==> config.mk <==
export PLATFORM = sky130hd
export DESIGN_NAME = tsc_counter
export DESIGN_NICKNAME = d
export VERILOG_FILES = /design/src/tsc_pkg.sv /design/src/tsc_counter.sv /design/src/tsc_rate_div.sv
export SDC_FILE = /design/constraint.sdc
export NUM_CORES = 1
export LEC_CHECK = 0
export ABC_CLOCK_PERIOD_IN_PS = 3300
export BUFFER_PORTS_ARGS = -buffer_cell sky130_fd_sc_hd__buf_2
export CORE_MARGIN = 1
export CORE_UTILIZATION = 50
export CTS_CLUSTER_DIAMETER = 30
export CTS_CLUSTER_SIZE = 28
export DETAILED_ROUTE_END_ITERATION = 10
export PLACE_DENSITY = 0.84
export SLEW_MARGIN = 10
export SYNTH_ARGS = -nofsm -noshare
export SYNTH_HDL_FRONTEND = slang
export SYNTH_SLANG_ARGS = --single-unit
==> constraint.sdc <==
create_clock -name clock -period 3.3 [get_ports clock]
set_input_delay 0.165 -clock clock [delete_from_list [all_inputs] [get_ports clock]]
set_output_delay 0.165 -clock clock [all_outputs]
set_load 0.03 [all_outputs]
==> src/tsc_pkg.sv <==
package tsc_pkg;
  localparam int unsigned CNT_W = 64;
  localparam logic [11:0] STAMP_REG_ADDR = 12'h010;
  localparam logic [63:0] STAMP_RESET = 64'h0;
  localparam int unsigned TSD_BIT = 2;
  localparam int unsigned ID_STAMP_BIT = 4;
  localparam int unsigned ID_INVAR_BIT = 8;
  localparam logic [31:0] EXT_LEAF_POWER = 32'h80000007;
  localparam int unsigned CLOCK_MHZ = 125;
  // ten years in seconds, for the wrap check
  localparam longint unsigned WRAP_YEARS_S = 64'd315360000;
  typedef enum logic [1:0] {
    TSC_MODE_CORE,
    TSC_MODE_CONST,
    TSC_MODE_INVAR
  } tsc_mode_e;
endpackage : tsc_pkg

==> src/tsc_counter.sv <==
`timescale 1ns/1ps
// Notes on behaviour
// - 64-bit counter, zero on reset
// - keeps counting when halted or clock-stopped
// - may stop while deep sleep asserted
// - early mode: one per core clock
// - later mode: constant rate from divider
// - instruction reads non-decreasing values; reads between two counter steps return the same value
// - width and rate prevent ten-year wrap
// - restrict flag limits instruction reads to level 0; register reads at 10h are not restricted
// - read samples counter without serializing
// - register read at 10h gives 64 bits
// - early write loads low half, clears high
// - later write loads all 64 bits
// - identify bit 4 reports counter present
// - invariant mode ignores power states
module tsc_counter
  import tsc_pkg::*;
#(
  parameter int unsigned DIV_W = 8,
  parameter logic [DIV_W-1:0] CONST_RATIO = 8'h00
) (
  input wire logic clock,
  input wire logic rst_n,
  input wire tsc_mode_e mode,
  input wire logic core_clk_en,
  input wire logic halt_instruction,
  input wire logic stop_clock_pin_n,
  input wire logic deep_sleep_pin_n,
  input wire logic [31:0] control_register_four,
  input wire logic [1:0] priv_level,
  input wire logic read_stamp_instruction,
  input wire logic reg_rd,
  input wire logic reg_wr,
  input wire logic [11:0] reg_addr,
  input wire logic [63:0] reg_wdata,
  output logic [63:0] rd_data,
  output logic rd_valid,
  output logic rd_fault,
  output logic [31:0] id_feature,
  output logic [31:0] id_power
);
  logic [1:0] stop_sync_q;
  logic [1:0] sleep_sync_q;
  logic [1:0] stop_sync_d;
  logic [1:0] sleep_sync_d;
  logic const_tick;
  logic advance;
  logic addr_hit;
  logic stamp_allowed;
  logic [63:0] cycle_stamp_counter_q;
  logic [63:0] cycle_stamp_counter_d;
  logic [63:0] rd_data_q;
  logic [63:0] rd_data_d;
  logic rd_valid_q;
  logic rd_valid_d;
  logic rd_fault_q;
  logic rd_fault_d;

  function automatic logic hits_stamp(input logic [11:0] a);
    return a == STAMP_REG_ADDR;
  endfunction : hits_stamp

  tsc_rate_div #(.DIV_W(DIV_W)) u_div (
    .clock(clock),
    .rst_n(rst_n),
    .ratio(CONST_RATIO),
    .tick(const_tick)
  );

  // pin levels come from off-chip, so two stages first
  always_comb begin
    stop_sync_d = {stop_sync_q[0], stop_clock_pin_n};
    sleep_sync_d = {sleep_sync_q[0], deep_sleep_pin_n};
  end

  always_ff @(posedge clock or negedge rst_n) begin
    if (!rst_n) begin
      stop_sync_q <= 2'h3;
      sleep_sync_q <= 2'h3;
    end else begin
      stop_sync_q <= stop_sync_d;
      sleep_sync_q <= sleep_sync_d;
    end
  end

  // halt and stop clock never gate the count; only deep sleep may
  always_comb begin
    unique case (mode)
      TSC_MODE_CORE: advance = core_clk_en & sleep_sync_q[1];
      TSC_MODE_CONST: advance = const_tick & sleep_sync_q[1];
      TSC_MODE_INVAR: advance = const_tick; // power states ignored
      default: advance = 1'b0;
    endcase
  end

  assign addr_hit = hits_stamp(reg_addr);
  assign stamp_allowed = !control_register_four[TSD_BIT] || (priv_level == 2'h0);

  // counter; a write wins over the tick of the same cycle
  always_comb begin
    cycle_stamp_counter_d = cycle_stamp_counter_q;
    if (advance) begin
      cycle_stamp_counter_d = cycle_stamp_counter_q + 64'h1;
    end
    if (reg_wr && addr_hit) begin
      if (mode == TSC_MODE_CORE) begin
        cycle_stamp_counter_d = {32'h0, reg_wdata[31:0]};
      end else begin
        cycle_stamp_counter_d = reg_wdata;
      end
    end
  end

  // reads sample the live value at once, no draining of older work
  always_comb begin
    rd_data_d = 64'h0;
    rd_valid_d = 1'b0;
    rd_fault_d = 1'b0;
    if (read_stamp_instruction) begin
      if (stamp_allowed) begin
        rd_data_d = cycle_stamp_counter_q;
        rd_valid_d = 1'b1;
      end else begin
        rd_fault_d = 1'b1;
      end
    end else if (reg_rd) begin
      rd_valid_d = 1'b1;
      rd_fault_d = !addr_hit;
      rd_data_d = addr_hit ? cycle_stamp_counter_q : 64'h0;
    end
  end

  always_ff @(posedge clock or negedge rst_n) begin
    if (!rst_n) begin
      cycle_stamp_counter_q <= STAMP_RESET;
      rd_data_q <= 64'h0;
      rd_valid_q <= 1'b0;
      rd_fault_q <= 1'b0;
    end else begin
      cycle_stamp_counter_q <= cycle_stamp_counter_d;
      rd_data_q <= rd_data_d;
      rd_valid_q <= rd_valid_d;
      rd_fault_q <= rd_fault_d;
    end
  end

  assign rd_data = rd_data_q;
  assign rd_valid = rd_valid_q;
  assign rd_fault = rd_fault_q;
  // identify bits: stamp bit fixed, invariant bit set only in invariant mode
  assign id_feature = 32'h1 << ID_STAMP_BIT;
  assign id_power = (mode == TSC_MODE_INVAR) ? (32'h1 << ID_INVAR_BIT) : 32'h0;
endmodule : tsc_counter

==> src/tsc_rate_div.sv <==
`timescale 1ns/1ps
module tsc_rate_div
  import tsc_pkg::*;
#(
  parameter int unsigned DIV_W = 8
) (
  input wire logic clock,
  input wire logic rst_n,
  input wire logic [DIV_W-1:0] ratio,
  output logic tick
);
  logic [DIV_W-1:0] cnt_q;
  logic [DIV_W-1:0] cnt_d;

  // one-cycle enable every ratio+1 clocks
  always_comb begin
    tick = (cnt_q >= ratio);
    cnt_d = tick ? '0 : cnt_q + 1'b1;
  end

  always_ff @(posedge clock or negedge rst_n) begin
    if (!rst_n) begin
      cnt_q <= '0;
    end else begin
      cnt_q <= cnt_d;
    end
  end
endmodule : tsc_rate_div
==> results.py, run 1 <==
metrics = {
    "clock_network": {
        "clockBufferDepth": 2,
        "clk_pin_slew_ns": 0.06,
        "htreeDepth": 4,
        "holdBufCountCts": 51,
        "post_cts_buffers": 0,
        "cts_tree": "done",
        "cts_root_buffer": "clkbuf_16",
        "cts_resized": 0,
        "clock_sinks": 132,
        "cts_buffers": 17,
        "clkLatencyLatePin_ns": 0.43,
    },
    "grt": {
        "grt_antenna_before_repair": 0,
        "grt_usage_pct": 26.1,
        "grt_max_degree": 91,
        "gr-total-overflow": 0,
        "grt_pass1_wl_um": 27600,
        "grt_pass1_vias": 5495,
    },
    "power": {
        "ir_drop_uv": 331,
        "pwr-share-clk_pct": 48.3,
        "p_int_w": 0.00315,
        "switching_share_pct": 25.0,
        "p_leak_nw": 4.07,
        "switchingPower_w": 0.00105,
        "power.density_nw_per_um2": 492,
        "seqPwrFrac_pct": 41.5,
        "p_comb_share_pct": 10.2,
    },
    "floorplan": {
        "io_pins": 251,
        "fp.dieArea_um2": 13800,
        "die_y_um": 118,
        "coreArea_um2": 12800,
        "num_rows": 41,
        "initial_utilization_pct": 52.1,
        "die_width_um": 118,
    },
    "logic_synthesis": {
        "yosysTopAreaCellShare_pct": 48.7,
        "synth_edf_count": 0,
        "syn_inst": 676,
        "yosysSeqAreaShare_pct": 49.5,
        "synth_area_leaders": "dfrtp_1 49%, buf_4 7.1%, and2_1 5.9%",
        "ys_ff_latch": 132,
        "synth_warnings": 0,
        "synth_flop_cell": "dfrtp_1",
        "syn_area_per_cell_um2": 9.88,
        "yosysTopAreaCell": "dfrtp_1",
        "syn_area_um2": 6680,
        "synthDistinctLibCells": 48,
        "async_flop_share_pct": 100,
    },
    "sta": {
        "setup-tns-final_ns": 0,
        "period_share_pct": 71.6,
        "drv_slew": 0,
        "fin_crit_ns": 2.36,
        "hold_violations": 0,
        "rsz0062_at_grt": "false",
        "timing.fmax_ghz": 0.423,
        "hold_ws_ns": 0.00873,
        "skew_ns": 0.00999,
        "max_slew_margin_pct": 41.1,
        "tightest_slew_ns": 0.881,
        "setup_viol": 0,
    },
    "place": {
        "dp_hpwl_um": 11000,
        "gp_routability_congestion": 0.876,
        "placed_cell_area_um2": 7370,
        "io_buffer_count": 154,
    },
    "setup_path": {
        "crit_fanout": 9,
        "crit_path_start": "cycle_stamp_counter_q[5]",
        "cp_data_required_time_ns": 3.60,
        "start_kind": "flop",
        "critical_path_arrival_ns": 2.66,
        "critical_path_class": "reg2reg",
        "timing.rr.start": "cycle_stamp_counter_q[5]",
        "cp-end-kind": "flop",
    },
    "finish": {
        "nets": 998,
        "drive_above_1_share_pct": 24.4,
        "syn2layout_area_growth_pct": 27.6,
        "antenna_cells": 0,
        "fin_area_um2": 8520,
        "mostFrequentLayoutCells": "153 x buf_2, 130 x dfrtp_1, 71 x nand2_1",
        "post-route-util_pct": 66.5,
        "final_common_cell": "buf_2",
    },
    "worst_hold_path": {
        "hold_class": "in2reg",
        "worstHoldStart": "reg_wdata[50]",
    },
    "detailed_routing": {
        "wl_um": 17100,
        "drt_iter0_drc": 396,
        "drt_pass1_iterations": 5,
        "drc": 0,
        "vias": 5621,
        "wl_per_cell_um": 16.2,
        "ant_nets": 0,
        "viasPerCell": 5.30,
    },
    "flow_run": {
        "max_cap_violations": 0,
    },
    "outcome": {
        "status": "completed",
    },
}
## synthesized netlist by cell type (3+ instances only)
| master | number |
|---|---|
| a21oi_1 | 24 |
| a31oi_1 | 3 |
| and2_1 | 63 |
| and3_1 | 14 |
| and4_1 | 3 |
| buf_2 | 8 |
| buf_4 | 63 |
| clkbuf_1 | 18 |
| dfrtp_1 | 130 |
| inv_1 | 7 |
| nand2_1 | 71 |
| nand3_1 | 31 |
| nand4_1 | 27 |
| nand4_2 | 3 |
| nor2_1 | 25 |
| nor3_1 | 12 |
| nor4_1 | 14 |
| nor4_2 | 4 |
| nor4_4 | 4 |
| o21ai_0 | 46 |
| o21ai_1 | 11 |
| or3_1 | 3 |
| or4_4 | 3 |
| xnor2_1 | 37 |
| xor2_1 | 20 |
## sequential cells by signal, indices dropped and copies added, names as in the netlist
name,cells
rd_fault,1
sleep_sync_q,2
rd_valid,1
cycle_stamp_counter_q,64
rd_data,64
## area by class of cell
| class | count | area (um2) |
|---|---|---|
| fill | 988 | 4300 |
| sequential | 132 | 3310 |
| multi-input combinational | 509 | 3000 |
| timing repair buffer | 209 | 1340 |
| clock buffer | 20 | 467 |
| tap | 172 | 215 |
| clock inverter | 11 | 175 |
| inverter | 7 | 26.3 |
## worst max-delay path, stage by stage (launching register included)
cell and delay [ns]:
dfrtp_1 0.44, nand3_2 0.19, nor4_4 0.69, nand4_2 0.33
nor4_2 0.33, xnor2_1 0.18, o21ai_1 0.08
## per-stage QoR
stage,setup slack (ns),power [W],std cells
floorplan,1.31,0.00205,737
global placement,0.939,0.00214,978
detailed placement,0.929,0.00215,978
CTS,0.899,0.00421,1060
global route,0.751,0.00435,1060
finish,0.936,0.00420,1060
## cells by family after synthesis
logic type	Yosys count	share of synthesized area (%)
simple gates	295	26.1
flops	132	49.5
buf+inv	96	9.08
compound gates	92	7.42
xor+xnor	57	7.47
other cells	2	0.112
fa+ha+maj	1	0.187
mux	1	0.150
## layer usage
layer	GRT usage (%)	up-vias	share of wire (%)
li1	-	2603	-
met1	32.2	2666	41
met2	42.5	301	49
met3	6.73	51	7.0
met4	13.1	0	3.5
met5	0	-	0
## final timing paths
path	end	slack [ns]	depth (start not counted)
max	cycle_stamp_counter_q[61]	0.94	6
min	cycle_stamp_counter_q[50]	0.009	3
max reg2reg	cycle_stamp_counter_q[61]	0.94	6
min reg2reg	sleep_sync_q[1]	0.36	0
max in group asynchronous	cycle_stamp_counter_q[60]	2.13	3
min in group asynchronous	cycle_stamp_counter_q[17]	0.35	2
## power by group through the flow
stage	clock, W	combinational (W)	sequential (W)
CTS	0.00205	0.000426	0.00174
global route	0.00213	0.000467	0.00175
detailed placement	0	0.000378	0.00177
finish	0.00203	0.000428	0.00174
global placement	0	0.000372	0.00177
floorplan	0	0.000269	0.00178
Power figures use the tool's default switching activity.
==> inputs of run 2 (changes only) <==
--- a/config.mk
+++ b/config.mk
@@ -5,7 +5,7 @@
 export SDC_FILE = /design/constraint.sdc
 export NUM_CORES = 1
 export LEC_CHECK = 0
-export ABC_CLOCK_PERIOD_IN_PS = 3300
+export ABC_CLOCK_PERIOD_IN_PS = 2200
 export BUFFER_PORTS_ARGS = -buffer_cell sky130_fd_sc_hd__buf_2
 export CORE_MARGIN = 1
 export CORE_UTILIZATION = 50
==> constraint.sdc (replaced) <==
create_clock -name clock -period 2.2 [get_ports clock]
set_input_delay 0.11 -clock clock [delete_from_list [all_inputs] [get_ports clock]]
set_output_delay 0.11 -clock clock [all_outputs]
set_load 0.03 [all_outputs]
==> results.py, run 2 (synthesis results as in run 1) <==
metrics = {
    "power": {
        "ir_drop_uv": 582,
        "p_comb_share_pct": 11.9,
        "seqPwrFrac_pct": 40.5,
        "pwr-share-clk_pct": 47.5,
        "p_leak_nw": 4.42,
        "switching_share_pct": 25.4,
        "power.density_nw_per_um2": 703,
        "p_int_w": 0.00480,
        "switchingPower_w": 0.00163,
    },
    "grt": {
        "grt_antenna_before_repair": 0,
        "grt_pass1_vias": 5989,
        "grt_max_degree": 76,
        "grt_pass1_wl_um": 30500,
        "gr-total-overflow": 0,
        "grt_usage_pct": 28.7,
    },
    "setup_path": {
        "r2r_slack_ns": -0.07,
        "cp-end-kind": "flop",
        "start_kind": "flop",
        "r2r-end": "cycle_stamp_counter_q[57]",
        "cp_data_required_time_ns": 2.53,
        "ff2ff_path_depth": 6,
        "crit_fanout": 6,
        "timing.rr.start": "cycle_stamp_counter_q[16]",
        "critical_path_arrival_ns": 2.60,
        "critical_path_class": "reg2reg",
    },
    "worst_hold_path": {
        "holdPathEnd": "cycle_stamp_counter_q[36]",
        "hold_class": "in2reg",
        "worstHoldStart": "reg_wdata[36]",
        "hold_depth": 3,
    },
    "outcome": {
        "status": "finished with violations",
        "violations": "setup timing",
    },
    "clock_network": {
        "clkLatencyLatePin_ns": 0.43,
        "clock_sinks": 132,
        "htreeDepth": 4,
        "cts_tree": "done",
        "clockBufferDepth": 2,
        "cts_root_buffer": "clkbuf_16",
        "cts_buffers": 17,
        "clk_pin_slew_ns": 0.06,
    },
    "sta": {
        "period_share_pct": 103,
        "timing.fmax_ghz": 0.441,
        "drv_slew": 0,
        "hold_ws_ns": 0.0208,
        "tightest_slew_ns": 0.631,
        "fin_crit_ns": 2.27,
        "setup-tns-final_ns": -0.0697,
        "hold_violations": 0,
        "setup_viol": 1,
        "max_slew_margin_pct": 57.9,
        "setup_ws_ns": -0.0697,
        "skew_ns": 0.00758,
        "rsz0062_at_grt": "true",
    },
    "finish": {
        "drive_above_1_share_pct": 29.0,
        "syn2layout_area_growth_pct": 36.9,
        "mostFrequentLayoutCells": "153 x buf_2, 130 x dfrtp_1, 70 x nand2_1",
        "stdcell_count": 1116,
        "antenna_cells": 0,
        "final_common_cell": "buf_2",
        "nets": 1053,
    },
    "detailed_routing": {
        "vias": 6040,
        "wl_um": 19400,
        "wl_per_cell_um": 17.4,
        "drt_pass1_iterations": 5,
        "viasPerCell": 5.41,
        "drt_iter0_drc": 541,
        "ant_nets": 0,
        "drc": 0,
    },
    "floorplan": {
        "initial_utilization_pct": 52.1,
        "die_y_um": 118,
        "coreArea_um2": 12800,
        "io_pins": 251,
        "fp.dieArea_um2": 13800,
        "num_rows": 41,
        "die_width_um": 118,
    },
    "place": {
        "io_buffer_count": 154,
        "gp_routability_congestion": 0.897,
        "dp_hpwl_um": 11800,
        "placedCellCount": 1013,
    },
    "flow_run": {
        "max_cap_violations": 0,
    },
}
==> run 2: through the flow <==
step / setup WS [ns] / power, W / util (%) / area, um2
global placement: 0.124 / 0.00325 / 59.8 / 7670
detailed placement: 0.0184 / 0.00327 / 59.8 / 7670
CTS: 0.0235 / 0.00640 / 69.9 / 8970
global route: -0.130 / 0.00664 / 71.3 / 9150
finish: -0.0697 / 0.00643 / 71.3 / 9150
floorplan: 0.269 / 0.00307 / - / 6910
==> run 2: worst max path at each step <==
stage                                   start                        end  slack, ns  cells past startpoint
floorplan                             mode[1]  cycle_stamp_counter_q[59]       0.27                      7
global placement     cycle_stamp_counter_q[0]  cycle_stamp_counter_q[60]       0.12                      7
detailed placement   cycle_stamp_counter_q[0]  cycle_stamp_counter_q[62]       0.02                      7
CTS                  cycle_stamp_counter_q[0]  cycle_stamp_counter_q[54]       0.02                      7
global route        cycle_stamp_counter_q[16]  cycle_stamp_counter_q[57]      -0.13                      6
finish              cycle_stamp_counter_q[16]  cycle_stamp_counter_q[57]      -0.07                      6
==> run 2: cell type report <==
class                      count  area [um2]
clock buffer                  20         467
clock inverter                12         178
fill                         876        3680
inverter                       7        26.3
multi-input combinational    510        3130
sequential                   132        3310
tap                          172         215
timing repair buffer         263        1820
==> run 2: layer usage <==
| layer | routed length (um) | vias to the layer above | GRT usage (%) |
|---|---|---|---|
| li1 | - | 2715 | - |
| met5 | 0 | - | 0 |
| met1 | 7430 | 2841 | 34.4 |
| met3 | 1580 | 90 | 5.38 |
| met2 | 9330 | 394 | 47.2 |
| met4 | 1080 | 0 | 18.9 |
==> run 2: timing repair <==
action	4_1_cts	5_1_grt
resized for setup	1	23
hold buffers	65	0
endpoints found under the hold margin	108	0
cloned	0	1
pin swaps	1	7
endpoints found under the setup margin	4	20
setup buffers	0	5
==> run 2: power by group through the flow <==
stage / clock network, W / logic (W) / registers, W
floorplan: 0 / 0.000404 / 0.00267
global placement: 0 / 0.000628 / 0.00262
detailed placement: 0 / 0.000647 / 0.00263
CTS: 0.00307 / 0.000742 / 0.00259
global route: 0.00320 / 0.000831 / 0.00261
finish: 0.00305 / 0.000767 / 0.00260
==> run 2: critical path, cell delays in order, from the launching register on <==
cell and delay (ns):
dfrtp_1 0.44, and4_1 0.26, and3_1 0.32, and4_1 0.29, nand4_1 0.20, or3_1 0.42
a31oi_1 0.24
==> inputs of run 3 (changes only) <==
--- a/config.mk
+++ b/config.mk
@@ -5,6 +5,7 @@
 export SDC_FILE = /design/constraint.sdc
 export NUM_CORES = 1
 export LEC_CHECK = 0
+export ABC_AREA = 1
 export ABC_CLOCK_PERIOD_IN_PS = 2200
 export BUFFER_PORTS_ARGS = -buffer_cell sky130_fd_sc_hd__buf_2
 export CORE_MARGIN = 1
@@ -12,7 +13,7 @@
 export CTS_CLUSTER_DIAMETER = 30
 export CTS_CLUSTER_SIZE = 28
 export DETAILED_ROUTE_END_ITERATION = 10
-export PLACE_DENSITY = 0.84
+export PLACE_DENSITY = 0.82
 export SLEW_MARGIN = 10
 export SYNTH_ARGS = -nofsm -noshare
 export SYNTH_HDL_FRONTEND = slang
==> results.py, run 3 <==
metrics = {
    "outcome": {
        "status": "completed",
    },
    "setup_path": {
        "cp-end-kind": "flop",
        "cp-endpoint": "cycle_stamp_counter_q[52]",
        "cp_data_required_time_ns": 2.52,
        "critical_path_class": "reg2reg",
        "r2r_slack_ns": 0.11,
        "crit_fanout": 12,
        "crit_path_start": "cycle_stamp_counter_q[0]",
        "start_kind": "flop",
        "r2r-end": "cycle_stamp_counter_q[52]",
        "timing.rr.start": "cycle_stamp_counter_q[0]",
        "critical_path_arrival_ns": 2.40,
        "ff2ff_path_depth": 10,
    },
    "clock_network": {
        "clockBufferDepth": 2,
        "cts_tree": "done",
        "cts_resized": 0,
        "cts_root_buffer": "clkbuf_16",
        "clk_pin_slew_ns": 0.06,
        "clock_sinks": 132,
        "cts_buffers": 17,
        "clkLatencyLatePin_ns": 0.44,
        "htreeDepth": 4,
    },
    "sta": {
        "setup-tns-final_ns": 0,
        "timing.fmax_ghz": 0.479,
        "hold_ws_ns": 0.0139,
        "fin_crit_ns": 2.09,
        "rsz0062_at_grt": "false",
        "setup_ws_ns": 0.114,
        "max_slew_margin_pct": 55.9,
        "hold_violations": 0,
        "skew_ns": 0.0101,
        "setup_viol": 0,
        "drv_slew": 0,
        "tightest_slew_ns": 0.661,
        "period_share_pct": 94.8,
    },
    "finish": {
        "syn2layout_area_growth_pct": 19.0,
        "mostFrequentLayoutCells": "292 x nor2_1, 265 x nand2_1, 153 x buf_2",
        "antenna_cells": 0,
        "nets": 1443,
        "n_fill_cell": 1441,
        "drive_above_1_share_pct": 18.1,
        "final_common_cell": "nor2_1",
    },
    "worst_hold_path": {
        "hold_class": "in2reg",
    },
    "power": {
        "ir_drop_uv": 625,
        "seqPwrFrac_pct": 38.6,
        "switchingPower_w": 0.00307,
        "p_comb_share_pct": 28.2,
        "switching_share_pct": 38.0,
        "p_leak_nw": 5.41,
        "pwr-share-clk_pct": 33.2,
        "p_int_w": 0.00502,
        "power.density_nw_per_um2": 856,
    },
    "grt": {
        "grt_antenna_before_repair": 0,
        "grt_usage_pct": 29.8,
        "grt_pass1_wl_um": 36900,
        "grt_max_degree": 65,
        "gr-total-overflow": 0,
        "grt_pass1_vias": 7381,
    },
    "detailed_routing": {
        "drt_pass1_iterations": 6,
        "wl_um": 23300,
        "viasPerCell": 5.07,
        "wl_per_cell_um": 15.1,
        "drc": 0,
        "ant_nets": 0,
        "drt_iter0_drc": 889,
        "vias": 7838,
    },
    "logic_synthesis": {
        "synthDistinctLibCells": 37,
        "synth_warnings": 0,
        "async_flop_share_pct": 100,
        "ys_ff_latch": 132,
        "syn_area_um2": 7950,
        "yosysSeqAreaShare_pct": 41.6,
        "syn_area_per_cell_um2": 6.92,
        "synth_edf_count": 0,
        "syn_inst": 1150,
        "yosysTopAreaCellShare_pct": 40.9,
        "synth_area_leaders": "dfrtp_1 41%, nor2_1 14%, nand2_1 13%",
        "yosysTopAreaCell": "dfrtp_1",
        "synth_flop_cell": "dfrtp_1",
        "yosysMostFrequentCell": "nor2_1",
        "synth_common_cells": "292 x nor2_1, 265 x nand2_1, 130 x dfrtp_1, 127 x inv_1, 66 x buf_4",
    },
    "floorplan": {
        "coreArea_um2": 15400,
        "fp.dieArea_um2": 16400,
        "io_pins": 251,
        "num_rows": 45,
        "initial_utilization_pct": 51.7,
        "die_y_um": 128,
        "die_width_um": 128,
    },
    "place": {
        "gp_routability_congestion": 0.966,
        "io_buffer_count": 154,
        "post-place-ws_ns": 0.179,
        "dp_hpwl_um": 17200,
    },
    "flow_run": {
        "max_cap_violations": 0,
    },
}
-- run 3: cell types whose count changed after synthesis, sizes merged, moves of 10 or more --
cell	delta
nand2	+205
buf	+18
and2	-64
clkbuf	-10
xnor2	-37
o21ai	+15
inv	+123
and3	-15
nor2	+279
a21oi	+21
xor2	-18
nor3	-14
nand4	-13
nor4	-21
-- run 3: per-stage QoR --
step	utilization (%)	area (um2)	power [W]	instances
finish	61.6	9460	0.00809	1545
global route	61.6	9460	0.00853	1545
CTS	61.6	9460	0.00807	1545
detailed placement	56.9	8750	0.00537	1497
global placement	56.9	8750	0.00532	1497
floorplan	-	8180	0.00476	1211
-- run 3: power groups by stage --
stage | logic [W] | registers, W | clock network (W)
floorplan | 0.00152 | 0.00324 | 0
global placement | 0.00218 | 0.00314 | 0
detailed placement | 0.00222 | 0.00315 | 0
CTS | 0.00227 | 0.00311 | 0.00270
global route | 0.00256 | 0.00316 | 0.00281
finish | 0.00228 | 0.00312 | 0.00269
-- run 3: worst min-delay path by stage --
stage	from	depth (start not counted)	to
4_1_cts	reg_wdata[21]	5	cycle_stamp_counter_q[21]
6_report	reg_wdata[21]	5	cycle_stamp_counter_q[21]
2_1_floorplan	rst_n	0	cycle_stamp_counter_q[0]
5_1_grt	reg_wdata[30]	3	cycle_stamp_counter_q[30]
3_5_place_dp	rst_n	1	rd_data[4]
3_3_place_gp	rst_n	1	rd_data[4]
-- run 3: cells by family after synthesis --
| family | synth area share, % |
|---|---|
| DFF | 41.6 |
| xor gates and xnor gates | 0.220 |
| other | 0.0944 |
| buffers and inverters | 14.4 |
| and+or+nand+nor | 33.8 |
| adders and majority gates | 0.157 |
| AOI/OAI and AO/OA | 9.82 |
-- run 3: cell type report --
class                      instances  area [um2]  share of cell area (%)
clock buffer                      19         443                    4.68
clock inverter                    13         111                    1.18
inverter                         130         488                    5.16
multi-input combinational        852        3740                    39.6
sequential                       132        3310                    34.9
tap                              211         264                    2.79
timing repair buffer             188        1110                    11.7
-- run 3: layer usage --
| layer | vias up | share of wire, % | track usage (%) |
|---|---|---|---|
| met4 | 0 | 3.2 | 13.8 |
| met1 | 3624 | 43 | 38.7 |
| met2 | 371 | 47 | 49.5 |
| li1 | 3793 | - | - |
| met3 | 50 | 6.6 | 3.76 |
| met5 | - | 0 | 0 |
-- run 3: worst max-delay path, stage by stage (launching register included) --
cell	delay [ns]
dfrtp_1	0.42
ha_1	0.29
nand2_2	0.09
nor2_4	0.12
nand2_2	0.12
nor2_4	0.32
nand2_1	0.19
o21ai_0	0.23
nand2_1	0.07
nand2_1	0.06
a21oi_1	0.06
-- run 3: repair_timing --
item                                    4_1_cts  5_1_grt
buffers inserted                              0        0
endpoints found under the hold margin        54        0
endpoints found under the setup margin        0        1
hold buffers                                 16        0
